[src/hdl/hpr_cfg.svh]
// Purpose: constants for the home position return block
// Assumes: configuration word laid out as four 4-bit digits
// Notes:   digit 0 method, digit 1 direction, digit 2 dog polarity
`ifndef HPR_CFG_SVH
`define HPR_CFG_SVH
`define HPR_METHOD_LSB   0
`define HPR_DIR_BIT      4
`define HPR_POL_BIT      8
`define HPR_METHOD_W     3
`define HPR_STOP_NS      20000
`define HPR_CLK_NS       20
`define HPR_STOP_CYC     (`HPR_STOP_NS / `HPR_CLK_NS)
`endif

[src/hdl/hpr_pkg.sv]
// Purpose: types for the home position return block
// Assumes: nothing
// Notes:   method codes follow the configuration low digit
package hpr_pkg;
   typedef enum logic [2:0] {
      HPR_M_DOG      = 3'h0,
      HPR_M_COUNT    = 3'h1,
      HPR_M_DATA     = 3'h2,
      HPR_M_STOPPER  = 3'h3,
      HPR_M_IGNORE   = 3'h4,
      HPR_M_REAR_REF = 3'h5,
      HPR_M_FRONT_REF = 3'h6,
      HPR_M_CRADLE   = 3'h7
   } hpr_method_type;
   typedef enum logic [2:0] {
      HPR_IDLE   = 3'h0,
      HPR_SEEK   = 3'h1,
      HPR_ON_DOG = 3'h2,
      HPR_TRAVEL = 3'h3,
      HPR_WAIT_Z = 3'h4,
      HPR_SHIFT  = 3'h5,
      HPR_DONE   = 3'h6
   } hpr_state_type;
endpackage : hpr_pkg

[src/hdl/hpr_home_return.sv]
// Purpose: home position return sequencer for one servo axis
// Assumes: position feedback steps of one unit, index pulse from an input
// Notes:   motion outputs are requests to the position controller
`timescale 1ns/10ps
`include "hpr_cfg.svh"
module hpr_home_return
   import hpr_pkg::*;
#(
   parameter int POS_W    = 32,
   parameter int STOP_CYC = `HPR_STOP_CYC
)(
   // Clock and reset
   input  wire logic               clk,
   input  wire logic               rstn,
   // Configuration
   input  wire logic [15:0]        home_config,
   input  wire logic [POS_W-1:0]   home_coord,
   input  wire logic [POS_W-1:0]   after_dog_dist,
   input  wire logic [POS_W-1:0]   shift_dist,
   // Control
   input  wire logic               auto_manual_select,
   input  wire logic               homing_program_command,
   input  wire logic               servo_on,
   // Sensors and feedback
   input  wire logic               dog_in,
   input  wire logic               index_pulse,
   input  wire logic               axis_moving,
   input  wire logic               pos_step,
   // Motion requests
   output logic                    move_req,
   output logic                    move_dir_dec,
   output logic                    creep_req,
   // Position and status
   output logic [POS_W-1:0]        cur_pos,
   output logic                    home_done,
   output logic                    homing_busy
);

   // ****************************************
   // Configuration decode
   // ****************************************
   hpr_method_type   method;
   logic             dog_hit;
   logic             dog_q;
   logic             dog_front;
   logic             dog_rear;
   logic             start;
   logic             servo_on_q;
   logic             servo_rise;
   assign method     = hpr_method_type'(home_config[`HPR_METHOD_LSB +: `HPR_METHOD_W]);
   assign dog_hit    = home_config[`HPR_POL_BIT] ? dog_in : ~dog_in;
   assign dog_front  = dog_hit & ~dog_q;
   assign dog_rear   = ~dog_hit & dog_q;
   assign start      = homing_program_command & auto_manual_select;
   assign servo_rise = servo_on & ~servo_on_q;

   // ****************************************
   // Sequencer
   // ****************************************
   hpr_state_type         state_q, state_d;
   logic [POS_W-1:0]      dist_q, dist_d;
   logic [15:0]           stall_q;
   logic                  stalled;
   logic                  uses_index;
   logic                  set_home;
   assign stalled    = (stall_q >= 16'(STOP_CYC));
   assign uses_index = (method == HPR_M_DOG) || (method == HPR_M_COUNT) || (method == HPR_M_CRADLE);

   // Next state: index is consumed here only, never driven out
   always_comb begin
      state_d  = state_q;
      dist_d   = dist_q;
      set_home = 1'b0;
      case (state_q)
         // A start from rest or after a finished run decodes the method afresh
         HPR_IDLE, HPR_DONE: begin
            if (start) begin
               case (method)
                  HPR_M_DATA: state_d = HPR_DONE;
                  HPR_M_IGNORE: state_d = HPR_IDLE;
                  default: state_d = HPR_SEEK;
               endcase
               if (method == HPR_M_DATA) set_home = 1'b1;
            end
         end
         HPR_SEEK: begin
            if (method == HPR_M_STOPPER) begin
               if (stalled) begin
                  state_d  = HPR_DONE;
                  set_home = 1'b1;
               end
            end else if (dog_front) begin
               case (method)
                  HPR_M_COUNT, HPR_M_FRONT_REF: begin
                     state_d = HPR_TRAVEL;
                     dist_d  = after_dog_dist;
                  end
                  HPR_M_CRADLE: state_d = HPR_WAIT_Z;
                  default: state_d = HPR_ON_DOG;
               endcase
            end
         end
         HPR_ON_DOG: begin
            if (dog_rear) begin
               if (method == HPR_M_REAR_REF) begin
                  state_d = HPR_TRAVEL;
                  dist_d  = after_dog_dist;
               end else begin
                  state_d = HPR_WAIT_Z;
               end
            end
         end
         HPR_TRAVEL: begin
            if (dist_q == '0) begin
               if (method == HPR_M_COUNT) begin
                  state_d = HPR_WAIT_Z;
               end else begin
                  state_d = HPR_SHIFT;
                  dist_d  = shift_dist;
               end
            end else if (pos_step) begin
               dist_d = dist_q - 1'b1;
            end
         end
         HPR_WAIT_Z: begin
            if (index_pulse) begin
               state_d = HPR_SHIFT;
               dist_d  = (method == HPR_M_CRADLE) ? '0 : shift_dist;
            end
         end
         HPR_SHIFT: begin
            if (dist_q == '0) begin
               state_d  = HPR_DONE;
               set_home = 1'b1;
            end else if (pos_step) begin
               dist_d = dist_q - 1'b1;
            end
         end
         default: state_d = HPR_IDLE;
      endcase
   end

   // State and edge history
   always_ff @(posedge clk or negedge rstn) begin
      if (!rstn) begin
         state_q    <= HPR_IDLE;
         dist_q     <= '0;
         dog_q      <= 1'b0;
         servo_on_q <= 1'b0;
      end else begin
         state_q    <= state_d;
         dist_q     <= dist_d;
         dog_q      <= dog_hit;
         servo_on_q <= servo_on;
      end
   end

   // Stall timer: a stopper stop is seen as no motion for a while
   always_ff @(posedge clk or negedge rstn) begin
      if (!rstn) begin
         stall_q <= '0;
      end else if (state_q != HPR_SEEK || axis_moving) begin
         stall_q <= '0;
      end else if (!stalled) begin
         stall_q <= stall_q + 16'h0001;
      end
   end

   // ****************************************
   // Outputs
   // ****************************************
   logic  ignore_home;
   assign ignore_home = (method == HPR_M_IGNORE) && servo_rise;

   // Position: counts steps, reloads the home coordinate at home
   always_ff @(posedge clk or negedge rstn) begin
      if (!rstn) begin
         cur_pos <= '0;
      end else if (set_home || ignore_home) begin
         cur_pos <= home_coord;
      end else if (pos_step) begin
         cur_pos <= home_config[`HPR_DIR_BIT] ? cur_pos - 1'b1 : cur_pos + 1'b1;
      end
   end

   // Flags and motion requests; a new start clears done unless home is set in the same cycle
   always_ff @(posedge clk or negedge rstn) begin
      if (!rstn) begin
         home_done    <= 1'b0;
         homing_busy  <= 1'b0;
         move_req     <= 1'b0;
         creep_req    <= 1'b0;
         move_dir_dec <= 1'b0;
      end else begin
         if (set_home || ignore_home) home_done <= 1'b1;
         else if (start) home_done <= 1'b0;
         homing_busy  <= (state_d != HPR_IDLE) && (state_d != HPR_DONE);
         move_req     <= (state_d != HPR_IDLE) && (state_d != HPR_DONE);
         creep_req    <= (state_d != HPR_IDLE) && (state_d != HPR_DONE) && (state_d != HPR_SEEK);
         move_dir_dec <= home_config[`HPR_DIR_BIT];
      end
   end

   // ****************************************
   // Sequence checks
   // ****************************************
   // Views of the sequencer state; the motion flags are registered from the
   // next state, so they must always agree with these views
   logic  in_motion;
   logic  creeping;
   assign in_motion = (state_q != HPR_IDLE) && (state_q != HPR_DONE);
   assign creeping  = in_motion && (state_q != HPR_SEEK);
endmodule : hpr_home_return

[config.mk]
export PLATFORM = sky130hd
export DESIGN_NAME = hpr_home_return
export DESIGN_NICKNAME = d
export VERILOG_FILES = /design/src/hdl/hpr_pkg.sv /design/src/hdl/hpr_home_return.sv
export VERILOG_INCLUDE_DIRS = /design/src /design/src/hdl
export SDC_FILE = /design/constraint.sdc
export NUM_CORES = 1
export LEC_CHECK = 0
export ABC_AREA = 1
export BUFFER_PORTS_ARGS = -buffer_cell sky130_fd_sc_hd__buf_2
export CAP_MARGIN = 5
export CORE_MARGIN = 1.5
export CORE_UTILIZATION = 62
export DETAILED_ROUTE_END_ITERATION = 10
export PLACE_DENSITY = 0.93
export SLEW_MARGIN = 5
export SYNTH_ARGS = -nofsm -noshare
export SYNTH_HDL_FRONTEND = slang
export SYNTH_SLANG_ARGS = --single-unit
[constraint.sdc]
create_clock -name clk -period 4.4 [get_ports clk]
set_clock_uncertainty 0.15 [all_clocks]
set_input_delay 0.44 -clock clk [delete_from_list [all_inputs] [get_ports clk]]
set_output_delay 0.44 -clock clk [all_outputs]
set_load 0.005 [all_outputs]
Yosys cells after proc, flatten, opt, wreduce, memory -nomap -nowiden
Cells that the tools add are included.
{"block": "totals", "output_inout_bits": 37, "input_bits": 121, "ff_bits": 89, "word_cells": 101}
{"block": "classes", "bitwise_logic": 8, "add_sub_neg": 4, "n_lt_le_gt_ge": 1, "eq_ne": 25, "n_mux": 39, "reduce_logical": 14}
{"op": "32-bit 2-to-1 mux", "count": 14}
{"op": "32-bit case mux with 5 select lines", "count": 1}
{"op": "32-bit by 1-bit subtractor with 32-bit output, second input constant", "count": 2}
{"op": "32-bit by 1-bit adder with 32-bit output, second input constant", "count": 1}
{"op": "32-bit zero test", "count": 1}
{"op": "16-bit 2-to-1 mux", "count": 2}
{"op": "3-bit 2-to-1 mux", "count": 9}
{"op": "3-bit equality test, second input constant", "count": 7}
{"op": "3-bit case mux with 6 select lines", "count": 1}
{"op": "16-bit by 1-bit adder with 16-bit output, second input constant", "count": 1}
{"op": "16-bit by 10-bit >= comparator with 1-bit output, second input constant", "count": 1}
{"op": "2-bit inequality test, second input constant", "count": 7}
{"op": "3-bit by 2-bit equality test with 1-bit output, second input constant", "count": 4}
{"op": "3-bit case mux with 2 select lines", "count": 2}
{"op": "1-bit 2-to-1 mux", "count": 9}
{"op": "9-bit AND reduction", "count": 1}
{"op": "3-bit by 1-bit equality test with 1-bit output, second input constant", "count": 2}
{"op": "3-bit by 1-bit inequality test with 1-bit output, second input constant", "count": 2}
{"op": "3-bit inequality test, second input constant", "count": 2}
{"op": "5-bit nonzero test", "count": 1}
{"op": "1-bit AND", "count": 4}
{"op": "1-bit NOT", "count": 4}
{"op": "2-bit nonzero test", "count": 2}
{"op": "2-bit OR reduction", "count": 2}
{"op": "6 further kinds", "count": 9}

Logic depth before layout (Yosys ltp)
{"block": "depth", "ltp_word": 9, "ltp_mapped": 15, "ltp_nobuf": 15}

Worst setup path before layout
Ideal clock, no wire load.
{"block": "synth_timing", "path_kind": "input to register", "start": "input port home_config[4]", "end": "register cur_pos[27]", "path_slack_ps": 2364, "setup_ps": 116, "required_time_ps": 4134, "t_arrival_ps": 1770, "path_buffers": 1, "stages": 13, "cell_sequence": "ha_1 -> clkbuf_1 -> or2_2 -> nand3_1 -> nand2_1 -> nand2_1 -> nand2_1 -> nand2_1 -> nand2_1 -> nand2_1 -> nand3_1 -> nand2_1 -> nand2_1"}
{"block": "synth_via", "elab_chain_len": 3}
{"item": "from (decl)", "line_no": "hpr_home_return.sv:16", "rtl": "input wire logic [15:0] home_config,"}
{"item": "32-bit 2-to-1 mux", "line_no": "hpr_home_return.sv:182", "rtl": "cur_pos <= home_config[`HPR_DIR_BIT] ? cur_pos - 1'b1 : cur_pos + 1'b1;"}
{"item": "32-bit 2-to-1 mux", "line_no": "hpr_home_return.sv:181", "rtl": "end else if (pos_step) begin"}
{"item": "32-bit 2-to-1 mux", "line_no": "hpr_home_return.sv:179", "rtl": "end else if (set_home || ignore_home) begin"}
{"item": "to (signal assigned)", "line_no": "hpr_home_return.sv:180", "rtl": "cur_pos <= home_coord;"}
{"item": "to (signal assigned)", "line_no": "hpr_home_return.sv:182"}
{"item": "to (decl)", "line_no": "hpr_home_return.sv:34", "rtl": "output logic [POS_W-1:0] cur_pos,"}
No other way between the ends. The select of a mux whose other input is x is not followed.
A chain may end at the register's enable or synchronous reset.

Final worst setup path
{"block": "layout_timing", "start": "register dist_q[28]", "end": "register dist_q[22]"}
{"block": "layout_via", "elab_chain_len": 3, "elab_cells_between_ends": 6, "classes_between": "eq/ne (2); mux (2); reduce/logical (2)"}
{"item": "from (decl)", "line_no": "hpr_home_return.sv:61", "rtl": "logic [POS_W-1:0] dist_q, dist_d;"}
{"item": "from (signal assigned)", "line_no": "hpr_home_return.sv:152", "rtl": "dist_q <= dist_d;"}
{"item": "32-bit zero test (*)", "line_no": "hpr_home_return.sv:114, hpr_home_return.sv:132"}
{"item": "3-bit inequality test (no source line) (tied with other cells)"}
{"item": "9-bit AND reduction (no source line) / 32-bit case mux with 5 select lines (equally long branches)"}
Mark *: on every way between the ends. The rest lies on a longest branch, timed or not.

==> metrics.md <==
| Metric | Value |
|---|---|
| Status | finished with violations |
| Violated checks | hold timing |
| Post-Syn Nets | 1662 |
| Area Growth Syn to Fin | 13.0% |
| Crit Path Class | flop to flop |
| Synth cell types | 40 |
| Drt drc | 0 |
| Final wirelength | 24.4 mm |
| DR vias/cell | 5.29 |
| FF-to-FF Start | dist_q[28] |
| Crit Path Max Fanout | 31 |
| Final period util | 65.2% |
| Reg2reg path depth | 10 |
| Post-Synth XOR/XNOR Area | 2.53% |
| Crit start category | flop |
| Initial antenna violation count | 0 |
| Reg2reg end | dist_q[22] |
| Leak Pwr | 5.61 nW |
| Largest net degree at the start of global routing | 56 |
| Hold Buf Count CTS | 0 |
| Syn Inst Count | 1506 |
| DR vias | 9611 |
| Later-pin clock latency in the skew report | 0.36 ns |
| First-pass GRT wire length | 40.9 mm |
| Die area | 0.0146 mm^2 |
| Data required, critical path | 4.50 ns |
| Clock slew at reported path FFs | 0.07 ns |
| CTS max path bufs | 2 |
| Wl on met1 | 10.2 mm |
| Fin. max-slew vios | 0 |
| Routed Antenna Nets | 0 |
| Final setup vio count | 0 |
| Post-CTS Setup Repair Bufs | 0 |
| Placed cell area | 0.00939 mm^2 |
| Initial Util | 64.2% |
| Design Area, Final | 0.00972 mm^2 |
| Crit path DAT | 2.97 ns |
| # rows | 42 |
| Gr usage total | 34.7% |
| GRT overflow | 0 |
| RePlAce Congestion | 0.969 |
| Relative slew slack | 26.4% |
| Mean post-synth cell area | 5.71 um^2 |
| Cts bufs inserted | 9 |
| Fin Hold WS | -0.0295 ns |
| CTS tree | built |
| Synthesized cell area | 0.00860 mm^2 |
| Synthesis-stage register bit count | 89 |
| Fraction of layout cells with a size suffix above 1 | 11.6% |
| Num ports | 158 |
| Core area | 0.0134 mm^2 |
| Register area share after synthesis | 25.9% |
| Fin nets | 1793 |
| Top sig layer | met4 |
| Post-synthesis mux area share | 0% |
| Unrepaired setup endpoints after global routing | false |
| Fin. Hold Viols | 20 |
| I/O Buffers | 146 |
| YS warnings | 0 |
| Met3 routed WL | 1.09 mm |
| R2r setup slk | 1.53 ns |
| Vias in the first global route | 9004 |
| WL/cell | 13.4 um |
| Pwr/cell area | 673 mW/mm^2 |
| Total of max-cap violations | 0 |
| Count of clock tree sinks | 89 |
| Synth Area in Compound Gates | 5.12% |
| Starting DRT DRC Count | 756 |
| Drt pass-1 iters | 6 |
| FMAX | 348 MHz |
| Clock root buffer master | clkbuf_16 |
| Met2 wire length | 12.1 mm |
| VDD IR max | 0.481 mV |
| N_diodes | 0 |
| Synth Area in Simple Gates | 48.9% |
| Main combinational cell family by area after synthesis | simple AND/OR/NAND/NOR gates |
| Slew @ Worst Pin | 1.10 ns |
| HPWL Detailed | 18.8 mm |
| CP endpoint kind | flop |
| Post-cts resize count | 0 |
| Die height | 121 um |
| Hold WC Path Type | input port to async pin |
| Min Tclk post-route | 2.87 ns |
| Most frequent cells in the layout | 615 x nand2_1, 229 x inv_1, 174 x nor2_1 |
| Die Wd | 121 um |
| Adder-cell area share of the yosys netlist | 5.18% |
| H-tree Lvls | 3 |
| Fill cell count | 1221 |
| Most common cell after layout, fill and taps aside | nand2_1 |
| Setup_tns | 0 ns |
## power breakdown
group          leakage [nW]  switching (W)  total, W  internal [W]
logic                  4.33        0.00272   0.00414       0.00142
clock network         0.157       0.000341  0.000872      0.000530
registers              1.12       0.000375   0.00153       0.00116
total                  5.61        0.00344   0.00654       0.00310
## logic make-up after synthesis
kind of cell / count (synthesis)
AO/OA/AOI/OAI: 83
XOR/XNOR: 24
adder cells (fa/ha/maj): 35
buffers and inverters: 264
flip-flops: 89
AND/OR/NAND/NOR: 1011
## routing by layer
metal,track usage [%],vias to the layer above
met5,0,-
met4,17.6,0
met3,3.40,68
met2,61.5,320
met1,41.8,4307
li1,-,4916
## worst max-delay path: stages, from the launching register on
cell     delay [ns]
dfrtp_1        0.44
nor2_1         0.26
nand2_1        0.08
nor2_1         0.17
nand3_1        0.16
o21ai_2        0.21
nand2_1        0.67
nand3_1        0.41
nand2_1        0.08
nand2_1        0.07
nand2_1        0.05
## sequential cells by signal (all words and copies together) (netlist names)
signal	cells
creep_req	1
cur_pos	32
dist_q	32
dog_q	1
home_done	1
homing_busy	1
move_dir_dec	1
servo_on_q	1
stall_q	16
state_q	3
## stage by stage
| stage | hold WS (ns) | std cells | total power, W | worst slack (ns) | util [%] |
|---|---|---|---|---|---|
| 2_1_floorplan | -0.00559 | 1506 | 0.00454 | 2.36 | - |
| 3_3_place_gp | 0.311 | 1802 | 0.00548 | 1.44 | 70.1 |
| 3_5_place_dp | 0.317 | 1802 | 0.00560 | 1.33 | 70.1 |
| 4_1_cts | 0.00554 | 1818 | 0.00650 | 1.56 | 72.5 |
| 5_1_grt | 0.0525 | 1818 | 0.00720 | 1.22 | 72.5 |
| 6_report | -0.0295 | 1818 | 0.00654 | 1.53 | 72.5 |
## synth_stat cells (all sizes together)
cell type    n  area [um^2]
nand2      617         2320
inv        234          878
nor2       185          737
nand3      147          753
dfrtp       89         2230
a21oi       40          200
o21ai       35          179
ha          34          425
nand4       28          190
buf         23          158
xor2        19          166
nor3        14         75.1
and2        10         62.6
clkbuf       6         22.5
xnor2        5         51.3
or2          4         25.0
a21boi       3         22.5
and3         3         18.8
nand3b       2         15.0
o211ai       2         15.0
a32oi        1         8.76
clkinv       1         3.75
fa           1         20.0
nor3b        1         7.51
o21bai       1         7.51
o31ai        1         7.51
## worst max path at each step
stage	from	endpoint	slack (ns)
floorplan	home_config[4]	cur_pos[27]	2.36
global placement	home_config[4]	cur_pos[16]	1.44
detailed placement	home_config[4]	cur_pos[16]	1.33
CTS	dist_q[0]	dist_q[22]	1.56
global route	dist_q[0]	dist_q[0]	1.22
finish	dist_q[28]	dist_q[22]	1.53
## layout make-up
cell class,instances,area (um^2),share of cell area [%]
multi-input combinational,1153,5310,54.6
sequential,89,2230,22.9
inverter,235,882,9.08
timing repair buffer,149,756,7.78
clock buffer,14,264,2.72
tap,176,220,2.27
clock inverter,2,60.1,0.618
Power figures use the tool's default switching activity.
